--- src/logic/pcie_params.svh ---
// Register offsets, field positions, reset values and terminal numbers
// ---------------------------------------------------------------
// ---------------------------------------------------------------
`ifndef PCIE_PARAMS_SVH
`define PCIE_PARAMS_SVH

`define PCIE_ADDR_W 12
`define PCIE_DATA_W 32

`define PCIE_OFF_CHG_FLAGS 12'h004
`define PCIE_OFF_CHG_EN 12'h005
`define PCIE_OFF_GLOBAL_CTRL 12'h01E
`define PCIE_OFF_FUNC_FLAG 12'h091
`define PCIE_OFF_SOCK_EVENT 12'h100
`define PCIE_OFF_SOCK_MASK 12'h104
`define PCIE_OFF_SIG_CFG 12'h108
`define PCIE_OFF_IRQ_STATUS 12'h10C
`define PCIE_OFF_IRQ_CLEAR 12'h110
`define PCIE_OFF_IRQ_ENABLE 12'h114

`define PCIE_GCTRL_CLR_MODE_BIT 2
`define PCIE_GCTRL_RESET 8'h00

`define PCIE_CHG_BAT1_BIT 0
`define PCIE_CHG_BAT2_BIT 1
`define PCIE_CHG_READY_BIT 2
`define PCIE_CHG_PWR_BIT 3
`define PCIE_SOCK_STS_BIT 0
`define PCIE_SOCK_DET_A_BIT 1
`define PCIE_SOCK_DET_B_BIT 2
`define PCIE_SOCK_PWR_BIT 3

`define PCIE_SIG_CFG_RESET 32'h0000_0001
`define PCIE_TERM_COUNT 7
`define PCIE_SERIAL_TERM 6

`endif

--- src/logic/pcie_pkg.sv ---
// Types shared by the card interrupt event block
package pcie_pkg;

  typedef enum logic [1:0] {
    PCIE_CARD_MEM16,
    PCIE_CARD_IO16,
    PCIE_CARD_CARDBUS,
    PCIE_CARD_SMART
  } pcie_card_t;

  typedef enum logic [1:0] {
    PCIE_LEGACY_NONE,
    PCIE_LEGACY_PARALLEL,
    PCIE_LEGACY_SERIAL
  } pcie_legacy_t;

  // Raw socket pins, all asynchronous to clk_i
  typedef struct packed {
    logic card_detect_b;
    logic card_detect_a;
    logic ready_int;
    logic battery_detect_two;
    logic battery_detect_one;
  } pcie_pins_t;

  // Software-held signalling configuration
  typedef struct packed {
    logic [2:0] func_term;
    logic [2:0] csc_term;
    pcie_card_t card_type;
    pcie_legacy_t legacy;
    logic pci_enable;
  } pcie_cfg_t;

  typedef struct packed {
    logic [6:0] drive;
    logic [6:0] enable;
  } pcie_term_t;

endpackage : pcie_pkg

--- src/logic/pcie_events.sv ---
// Card event detection, flags, masks and terminal signalling
`timescale 1ns/1ps
`default_nettype none
`include "pcie_params.svh"

module pcie_events #(
  parameter int ADDR_W = `PCIE_ADDR_W,
  parameter int DATA_W = `PCIE_DATA_W
) (
  input wire logic clk_i,
  input wire logic reset_n_i,
  input wire pcie_pkg::pcie_pins_t pins_i,
  input wire logic power_cycle_done_i,
  input wire logic [ADDR_W-1:0] addr_i,
  input wire logic [DATA_W-1:0] wdata_i,
  input wire logic write_i,
  input wire logic read_i,
  output logic [DATA_W-1:0] rdata_o,
  output pcie_pkg::pcie_term_t term_o,
  output logic irq_o
);
  import pcie_pkg::*;

  localparam int NP = $bits(pcie_pins_t);

  // ---------------------------------------------------------------
  // Pin synchronisers
  // ---------------------------------------------------------------
  logic [NP-1:0] sync1_q, sync2_q, sync3_q, filt_q, filt_d;
  pcie_pins_t pin_now, pin_old;
  logic [3:0] settle_q;
  logic armed;

  always_ff @(posedge clk_i or negedge reset_n_i) begin
    if (!reset_n_i) begin
      sync1_q <= '0;
      sync2_q <= '0;
      sync3_q <= '0;
    end else begin
      sync1_q <= pins_i;
      sync2_q <= sync1_q;
      sync3_q <= sync2_q;
    end
  end

  // A bit moves only once the two later stages agree
  assign filt_d = (sync2_q & sync3_q) | (filt_q & (sync2_q ^ sync3_q));

  always_ff @(posedge clk_i or negedge reset_n_i) begin
    if (!reset_n_i) begin
      filt_q <= '0;
    end else begin
      filt_q <= filt_d;
    end
  end

  // Pin edge events stay muted until the reset zeros have left all three
  // stages and the filter; otherwise a card already seated with
  // high pins would look like a fresh edge after every reset
  always_ff @(posedge clk_i or negedge reset_n_i) begin
    if (!reset_n_i) begin
      settle_q <= 4'h0;
    end else begin
      settle_q <= {settle_q[2:0], 1'b1};
    end
  end

  assign armed = settle_q[3];

  assign pin_now = filt_d;
  assign pin_old = filt_q;

  // ---------------------------------------------------------------
  // Register decode
  // ---------------------------------------------------------------
  function automatic logic hit(input logic [ADDR_W-1:0] a, input logic [11:0] off);
    hit = (a == ADDR_W'(off));
  endfunction : hit

  logic wr_chg_flags, wr_chg_en, wr_gctrl, wr_sock_ev, wr_sock_mask;
  logic wr_cfg, wr_irq_clr, wr_irq_en, rd_chg_flags;

  assign wr_chg_flags = write_i && hit(addr_i, `PCIE_OFF_CHG_FLAGS);
  assign wr_chg_en = write_i && hit(addr_i, `PCIE_OFF_CHG_EN);
  assign wr_gctrl = write_i && hit(addr_i, `PCIE_OFF_GLOBAL_CTRL);
  assign wr_sock_ev = write_i && hit(addr_i, `PCIE_OFF_SOCK_EVENT);
  assign wr_sock_mask = write_i && hit(addr_i, `PCIE_OFF_SOCK_MASK);
  assign wr_cfg = write_i && hit(addr_i, `PCIE_OFF_SIG_CFG);
  assign wr_irq_clr = write_i && hit(addr_i, `PCIE_OFF_IRQ_CLEAR);
  assign wr_irq_en = write_i && hit(addr_i, `PCIE_OFF_IRQ_ENABLE);
  assign rd_chg_flags = read_i && hit(addr_i, `PCIE_OFF_CHG_FLAGS);

  // ---------------------------------------------------------------
  // Configuration registers
  // ---------------------------------------------------------------
  logic [7:0] gctrl_q, chg_en_q;
  logic [3:0] sock_mask_q;
  pcie_cfg_t cfg_q;
  logic clr_on_write;

  always_ff @(posedge clk_i or negedge reset_n_i) begin
    if (!reset_n_i) begin
      gctrl_q <= `PCIE_GCTRL_RESET;
      chg_en_q <= 8'h00;
      sock_mask_q <= 4'h0;
      cfg_q <= pcie_cfg_t'(`PCIE_SIG_CFG_RESET);
    end else begin
      if (wr_gctrl) begin
        gctrl_q <= wdata_i[7:0];
      end
      if (wr_chg_en) begin
        chg_en_q <= wdata_i[7:0];
      end
      if (wr_sock_mask) begin
        sock_mask_q <= wdata_i[3:0];
      end
      if (wr_cfg) begin
        cfg_q <= wdata_i[$bits(pcie_cfg_t)-1:0];
      end
    end
  end

  assign clr_on_write = gctrl_q[`PCIE_GCTRL_CLR_MODE_BIT];

  // ---------------------------------------------------------------
  // Event decode by card type
  // ---------------------------------------------------------------
  logic is_mem, is_io, is_cb, is_16;
  logic [3:0] chg_set, sock_set;
  logic func_level;

  assign is_mem = cfg_q.card_type == PCIE_CARD_MEM16;
  assign is_io = cfg_q.card_type == PCIE_CARD_IO16;
  assign is_cb = cfg_q.card_type == PCIE_CARD_CARDBUS;
  assign is_16 = is_mem || is_io;

  always_comb begin
    chg_set = 4'h0;
    sock_set = 4'h0;
    if (armed) begin
      if (is_mem) begin
        chg_set[`PCIE_CHG_BAT1_BIT] = pin_now.battery_detect_one
          ^ pin_old.battery_detect_one;
        chg_set[`PCIE_CHG_BAT2_BIT] = pin_now.battery_detect_two
          ^ pin_old.battery_detect_two;
        chg_set[`PCIE_CHG_READY_BIT] = pin_now.ready_int ^ pin_old.ready_int;
      end
      if (is_io) begin
        // Status change is active low on an I/O card
        chg_set[`PCIE_CHG_BAT1_BIT] = !pin_now.battery_detect_one
          && pin_old.battery_detect_one;
      end
      if (is_cb) begin
        sock_set[`PCIE_SOCK_STS_BIT] = pin_now.battery_detect_one
          && !pin_old.battery_detect_one;
      end
      sock_set[`PCIE_SOCK_DET_A_BIT] = pin_now.card_detect_a ^ pin_old.card_detect_a;
      sock_set[`PCIE_SOCK_DET_B_BIT] = pin_now.card_detect_b ^ pin_old.card_detect_b;
    end
    chg_set[`PCIE_CHG_PWR_BIT] = power_cycle_done_i && is_16;
    sock_set[`PCIE_SOCK_PWR_BIT] = power_cycle_done_i && is_cb;
  end

  // Request line is active low for both I/O and CardBus cards
  assign func_level = (is_io || is_cb) && !pin_old.ready_int;

  // ---------------------------------------------------------------
  // Event flags
  // ---------------------------------------------------------------
  logic [3:0] chg_flags_q, sock_ev_q, chg_clr, sock_clr;
  logic func_flag_q;

  always_comb begin
    chg_clr = 4'h0;
    if (clr_on_write && wr_chg_flags) begin
      chg_clr = wdata_i[3:0];
    end else if (!clr_on_write && rd_chg_flags) begin
      chg_clr = 4'hF;
    end
  end

  assign sock_clr = wr_sock_ev ? wdata_i[3:0] : 4'h0;

  // New events win over a clear in the same cycle
  always_ff @(posedge clk_i or negedge reset_n_i) begin
    if (!reset_n_i) begin
      chg_flags_q <= 4'h0;
      sock_ev_q <= 4'h0;
      func_flag_q <= 1'b0;
    end else begin
      chg_flags_q <= (chg_flags_q & ~chg_clr) | chg_set;
      sock_ev_q <= (sock_ev_q & ~sock_clr) | sock_set;
      func_flag_q <= func_level;
    end
  end

  logic csc_req, func_req;
  assign csc_req = |(chg_flags_q & chg_en_q[3:0]) | |(sock_ev_q & sock_mask_q);
  assign func_req = func_flag_q;

  // ---------------------------------------------------------------
  // Summary interrupt
  // ---------------------------------------------------------------
  logic [2:0] irq_sts_q, irq_en_q, irq_set;
  logic func_old_q;

  always_ff @(posedge clk_i or negedge reset_n_i) begin
    if (!reset_n_i) begin
      func_old_q <= 1'b0;
    end else begin
      func_old_q <= func_flag_q;
    end
  end

  assign irq_set = {func_flag_q && !func_old_q, |sock_set, |chg_set};

  always_ff @(posedge clk_i or negedge reset_n_i) begin
    if (!reset_n_i) begin
      irq_sts_q <= 3'h0;
      irq_en_q <= 3'h0;
    end else begin
      irq_sts_q <= (irq_sts_q & ~(wr_irq_clr ? wdata_i[2:0] : 3'h0)) | irq_set;
      if (wr_irq_en) begin
        irq_en_q <= wdata_i[2:0];
      end
    end
  end

  assign irq_o = |(irq_sts_q & irq_en_q);

  // ---------------------------------------------------------------
  // Multifunction terminals
  // ---------------------------------------------------------------
  // Terminal 0 is the open-drain PCI line; legacy requests go to
  // the terminals software picks, serial uses one fixed terminal.
  pcie_term_t term_d;

  always_comb begin
    term_d.drive = 7'h00;
    term_d.enable = 7'h00;
    if (cfg_q.pci_enable) begin
      term_d.enable[0] = csc_req || func_req;
    end
    case (cfg_q.legacy)
      PCIE_LEGACY_PARALLEL: begin
        if (cfg_q.csc_term != 3'd0) begin
          term_d.enable[cfg_q.csc_term] = 1'b1;
          term_d.drive[cfg_q.csc_term] = csc_req;
        end
        if (cfg_q.func_term != 3'd0) begin
          term_d.enable[cfg_q.func_term] = 1'b1;
          term_d.drive[cfg_q.func_term] = term_d.drive[cfg_q.func_term] | func_req;
        end
      end
      PCIE_LEGACY_SERIAL: begin
        // Framing is outside this block; the line is pulled low
        // while any request is pending
        term_d.enable[`PCIE_SERIAL_TERM] = csc_req || func_req;
        term_d.drive[`PCIE_SERIAL_TERM] = 1'b0;
      end
      default: begin
      end
    endcase
  end

  always_ff @(posedge clk_i or negedge reset_n_i) begin
    if (!reset_n_i) begin
      term_o <= '0;
    end else begin
      term_o <= term_d;
    end
  end

  // ---------------------------------------------------------------
  // Read data
  // ---------------------------------------------------------------
  logic [DATA_W-1:0] rdata_d;

  always_comb begin
    rdata_d = '0;
    if (hit(addr_i, `PCIE_OFF_CHG_FLAGS)) begin
      rdata_d[3:0] = chg_flags_q;
    end else if (hit(addr_i, `PCIE_OFF_CHG_EN)) begin
      rdata_d[7:0] = chg_en_q;
    end else if (hit(addr_i, `PCIE_OFF_GLOBAL_CTRL)) begin
      rdata_d[7:0] = gctrl_q;
    end else if (hit(addr_i, `PCIE_OFF_FUNC_FLAG)) begin
      rdata_d[0] = func_flag_q;
    end else if (hit(addr_i, `PCIE_OFF_SOCK_EVENT)) begin
      rdata_d[3:0] = sock_ev_q;
    end else if (hit(addr_i, `PCIE_OFF_SOCK_MASK)) begin
      rdata_d[3:0] = sock_mask_q;
    end else if (hit(addr_i, `PCIE_OFF_SIG_CFG)) begin
      rdata_d[$bits(pcie_cfg_t)-1:0] = cfg_q;
    end else if (hit(addr_i, `PCIE_OFF_IRQ_STATUS)) begin
      rdata_d[2:0] = irq_sts_q;
    end else if (hit(addr_i, `PCIE_OFF_IRQ_ENABLE)) begin
      rdata_d[2:0] = irq_en_q;
    end
  end

  always_ff @(posedge clk_i or negedge reset_n_i) begin
    if (!reset_n_i) begin
      rdata_o <= '0;
    end else if (read_i) begin
      rdata_o <= rdata_d;
    end else begin
      rdata_o <= '0;
    end
  end

endmodule : pcie_events
`default_nettype wire

--- config.mk ---
export PLATFORM = sky130hd
export DESIGN_NAME = pcie_events
export DESIGN_NICKNAME = d
export VERILOG_FILES = /design/src/logic/pcie_pkg.sv /design/src/logic/pcie_events.sv
export VERILOG_INCLUDE_DIRS = /design/src /design/src/logic
export SDC_FILE = /design/constraint.sdc
export NUM_CORES = 1
export LEC_CHECK = 0
export BUFFER_PORTS_ARGS = -buffer_cell sky130_fd_sc_hd__buf_2
export CAP_MARGIN = 20
export CELL_PAD_IN_SITES_DETAIL_PLACEMENT = 1
export CELL_PAD_IN_SITES_GLOBAL_PLACEMENT = 2
export CORE_ASPECT_RATIO = 1.4
export CORE_MARGIN = 2
export CORE_UTILIZATION = 30
export CTS_BUF_LIST = sky130_fd_sc_hd__clkbuf_4
export DETAILED_ROUTE_END_ITERATION = 6
export GPL_TIMING_DRIVEN = 0
export HOLD_SLACK_MARGIN = 0.12
export PLACE_DENSITY_LB_ADDON = 0.1
export SYNTH_ARGS = -nofsm -noshare
export SYNTH_HDL_FRONTEND = slang
export SYNTH_SLANG_ARGS = --single-unit
export TNS_END_PERCENT = 10
--- constraint.sdc ---
create_clock -name clk_i -period 1.6 [get_ports clk_i]
set_input_delay 0.32 -clock clk_i [delete_from_list [all_inputs] [get_ports clk_i]]
set_output_delay 0.32 -clock clk_i [all_outputs]
set_load 0.01 [all_outputs]
## After elaboration in Yosys (flattened, before gate mapping)

Index checks and enable logic that the tools add are counted.

| storage, ports and cells | value |
|---|---|
| output and inout bits | 47 |
| bits in registers | 96 |
| word-level logic and storage cells | 148 |
| input bits | 54 |

| operators by class | value |
|---|---|
| muxes and demuxes | 47 |
| bitwise operators | 26 |
| equality and inequality tests | 14 |
| $lt $le $gt $ge | 4 |
| reductions and logical operators | 35 |

Operators with widths:

| cell | number |
|---|---|
| $eq A12 B9 Y1 const B | 6 |
| $mux W8 | 9 |
| $mux W14 | 3 |
| $mux W3 | 9 |
| $eq A12 B3 Y1 const B | 2 |
| $mux W4 | 6 |
| $mux W7 | 3 |
| $logic_and A1 B1 Y1 | 19 |
| $and A4 B4 Y4 | 4 |
| $reduce_or A4 Y1 | 4 |
| $eq A12 B5 Y1 const B | 1 |
| $eq A12 B8 Y1 const B | 1 |
| $mux W6 | 2 |
| $mux W11 | 1 |
| $and A5 B5 Y5 | 2 |
| $mux W10 | 1 |
| $lt A3 B4 Y1 const B | 2 |
| $mux W1 | 8 |
| $not A4 Y4 | 2 |
| $or A4 B4 Y4 | 2 |
| $and A7 B7 Y7 | 1 |
| $bwmux W7 | 1 |
| $or A1 B7 Y7 | 1 |
| $or A7 B7 Y7 | 1 |
| 18 further kinds | 35 |

## Longest topological paths before layout

| logic depth | value |
|---|---|
| depth in word-level cells | 15 |
| depth in mapped cells | 7 |
| gate-level depth less buffers | 7 |

## Worst setup path before layout

Ideal clock, no wire load.

| path | value |
|---|---|
| kind | input to register |
| start | input addr_i[5] |
| end | register cfg_q[10] in the netlist's numbering |
| slack | -0.182 ns |
| stages | 7 |
| arrival | 1.657 ns |
| setup time | 0.125 ns |
| buffers on the path | 2 |
| data required time | 1.475 ns |
| cells stage by stage | nor4_4 and3_4 and3b_1 buf_6 nand2_4 buf_12 mux2_4 |

| on the way | value |
|---|---|
| longest elaborated chain between the ends | 2 |

RTL lines:

| what | RTL line | RTL |
|---|---|---|
| start: declaration | pcie_events.sv:14 | `input wire logic [ADDR_W-1:0] addr_i,` |
| $eq A12 B9 Y1 | pcie_events.sv:77 | `hit = (a == ADDR_W'(off));` |
| $logic_and A1 B1 Y1 | pcie_events.sv:88 | `` assign wr_cfg = write_i && hit(addr_i, `PCIE_OFF_SIG_CFG); `` |
| end signal: assignment | pcie_events.sv:106 | `` cfg_q <= pcie_cfg_t'(`PCIE_SIG_CFG_RESET); `` |
| end signal: assignment | pcie_events.sv:118 | `cfg_q <= wdata_i[$bits(pcie_cfg_t)-1:0];` |
| end: declaration | pcie_events.sv:98 | `pcie_cfg_t cfg_q;` |

Every way passes these cells.
A chain may end at the register's enable or synchronous reset.

## Worst setup path after layout

| path | value |
|---|---|
| start | register irq_sts_q[1] |
| end | output irq_o |

| on the way | value |
|---|---|
| longest elaborated chain between the ends | 2 |

RTL lines:

| what | RTL line | RTL |
|---|---|---|
| start: declaration | pcie_events.sv:204 | `logic [2:0] irq_sts_q, irq_en_q, irq_set;` |
| start signal: assignment | pcie_events.sv:222 | `irq_sts_q <= (irq_sts_q & ~(wr_irq_clr ? wdata_i[2:0] : 3'h0)) \| irq_set;` |
| $and A3 B3 Y3 | pcie_events.sv:229 | `assign irq_o = \|(irq_sts_q & irq_en_q);` |
| $reduce_or A3 Y1 | pcie_events.sv:229 |  |
| end: declaration | pcie_events.sv:20 | `output logic irq_o` |

Every way passes these cells.

==> metrics.txt <==
final cycle utilization of the critical path 109%; fraction of registers with async set or reset after synthesis 100%; WL per Instance 17.5 um; Max-Cap Viols 0; met1 Track Usage GR 17.9%; Setup crit end kind output pin; maximum number of pins on one net before global-route repair 63; post-synthesis instance total 388; most common cell in the netlist dfrtp_1; violated checks negative setup slack; Setup TNS -452 ps; final hold vios 0; P_leak 2.72 nW; Max Clk Rate 573 MHz; Cell variety after synth 59; ys flop type dfrtp_1; die extent in x 108 um; Worst Path Buf+Inv 2; Total Wirelength 12300 um; Post-DP HPWL 9140 um; first-pass GRT wire length 19300 um; max_slew headroom 61.3%; Sequential Area 2410 um2; proportion of layout cells with a drive suffix above 1 35.9%; run status finished with violations; Slew Viols, Final 0; Iteration-0 DRC Markers 82; router iterations before antenna repair 4; area growth from synthesis to layout 24.3%; Area contributors post-synth dfrtp_1, mux2_2, buf_4; post-synth top area share 52.2%; min Tclk post-route 1750 ps; clk buf depth 2; antenna viol nets, final 0; GRT met3 Usage 2.26%; Reg clk slew, reported paths 170 ps; crit path DAT 1430 ps; worst slew pin tran 580 ps; initial antenna violation count 1; Cell Chain, Critical Path a222oi_1 > inv_1 > buf_2; Clock Skew 22.3 ps; final net count 569; gr busiest metal met2; register area share after synthesis 52.7%; biggest area consumer among synthesized cells dfrtp_1; Post-synth EDFFs 0; Placement Rows 53; PwrDens 736 nW/um2; CP startpoint kind flop; met2 Use GR 29.4%; Post-synth top cells dfrtp_1, nand2_1, mux2_2; Crit path required time 1280 ps; Final Core Density 38.0%; worst skew pair latency 480 ps; IO buf count 57; Initial Utilization 30.5%; via count 3385; Max Fanout on Critical Path 2; CP max stage delay 420 ps; Ports 101; H-tree Lvls 3; Warnings, synthesis 0; RSZ-0062 raised after global routing yes; grt ovf 0; Overall Power 0.00417 W; CTS tree done; final setup fails 13; vias per cell 4.82; critical path class reg -> out; peak supply drop 331 uV; crit path max-delay cell type dfrtp_1; Die Ht 150 um; clk sinks 96; Root Buffer clkbuf_4; vias in the first global route 3589; Crit path max-delay family flip-flops; total CTS buffers 9; DRC violations left 0; syn_area_per_cell 11.7 um2; filler cell count in the final layout 1648; Netlist Area Pre-Place 4560 um2; gp weighted congestion 0.855; Multi-input gate area 2020 um2; type of the worst min-delay path in -> reg; Final WS setup -146 ps; Tot GR Track Use 16.1%; core footprint 14900 um2; full die area 16200 um2; Yosys reg bits 96
[worst paths after layout]
kind / from / end / slack, ps / depth (start not counted)
worst max-delay path: irq_sts_q[1] / irq_o / -150 / 3
worst min-delay path: wdata_i[3] / cfg_q[3] / 180 / 2
worst max register to register: cfg_q[10] / term_o[13] / -10 / 5
worst min register to register: sync1_q[2] / sync2_q[2] / 370 / 0
max in group asynchronous: reset_n_i / cfg_q[0] / 580 / 3
min in group asynchronous: reset_n_i / cfg_q[1] / 340 / 2
[repair_timing]
item / CTS / global route
setup buffers: 13 / 0
pin swaps: 6 / 3
setup endpoints to repair: 40 / 36
hold buffers: 14 / 0
hold endpoints to repair: 55 / 0
gates resized for setup: 23 / 11
[where the power goes]
part / internal, W / leakage [nW] / switching (W) / total, W
clock network: 0.000349 / 0.0655 / 0.000917 / 0.00127
logic: 0.000180 / 1.42 / 0.000216 / 0.000397
registers: 0.00248 / 1.23 / 0.0000309 / 0.00251
total: 0.00301 / 2.72 / 0.00116 / 0.00417
[state kept, by name, summed over array words and instances, names as in the netlist, 4 cells and up]
name         cells
cfg_q           11
chg_en_q         8
chg_flags_q      4
filt_q           5
gctrl_q          8
rdata_o         11
settle_q         4
sock_ev_q        4
sock_mask_q      4
sync1_q          5
sync2_q          5
sync3_q          5
term_o          14
[placed cells by master, fill, tap and decap left out, drive strengths merged, types with 2 or more instances in the layout]
cell type	netlist	routed
o21ai	18	18
and4	3	3
clkinvlp	0	2
dfrtp	95	95
nand2	34	34
nor4	2	2
a21bo	2	2
ha	10	10
a21oi	5	5
nor3	5	5
dlygate4sd3	0	14
a311o	2	2
nor3b	4	4
nand4	9	9
a22o	2	2
nand3	10	10
mux2	37	37
a21boi	3	3
nor2	12	12
mux2i	8	8
nand4b	2	2
o21a	6	6
a21o	8	8
a211oi	3	3
clkbuf	8	18
a22oi	6	6
inv	10	14
nor4b	3	3
and2	5	5
and3	8	8
conb	2	23
nand2b	4	4
a222oi	4	4
a221oi	3	3
buf	26	96
nor2b	11	11
a31oi	4	4
[through the flow]
step	cell area, um2	hold slack (ps)	setup WS [ps]	std cells
2_1_floorplan	4640	24.4	-170	409
3_3_place_gp	5160	334	-827	658
3_5_place_dp	5190	321	-682	659
4_1_cts	5620	139	-207	702
5_1_grt	5660	154	-244	703
6_report	5660	179	-146	703
[final cells by class]
type / count / share of cell area, %
clock inverters: 7 / 1.08
diodes: 1 / 0.0442
flip-flops and latches: 96 / 42.6
multi-input cells: 269 / 35.6
clock buffers: 9 / 1.19
well taps: 192 / 4.24
inverters: 10 / 0.663
repair buffers: 85 / 10.1
plain buffers: 34 / 4.49
[routing by layer]
layer | wire, um | vias to the layer above
met3 | 358 | 25
met5 | 0 | -
li1 | - | 1597
met2 | 6790 | 75
met1 | 4800 | 1688
met4 | 392 | 0
[worst register-to-register path, delay by kind of cell, from the launching register on]
kind	cells	cell delay (ps)
AO/OA/AOI/OAI	3	740
flip-flops	1	490
XOR/XNOR	1	160
AND/OR/NAND/NOR	1	120
[cells by family (layout without fill, tap and decap cells)]
logic type / Yosys count / after routing / synth area share [%]
and+or+nand+nor: 118 / 118 / 14.9
DFF: 96 / 96 / 52.7
AOI/OAI and AO/OA: 72 / 72 / 11.3
muxes: 45 / 45 / 11.7
buffers and inverters: 44 / 145 / 6.23
adders and majority gates: 10 / 10 / 2.75
other: 2 / 24 / 0.165
xor gates and xnor gates: 1 / 1 / 0.192
Power figures use the tool's default switching activity.
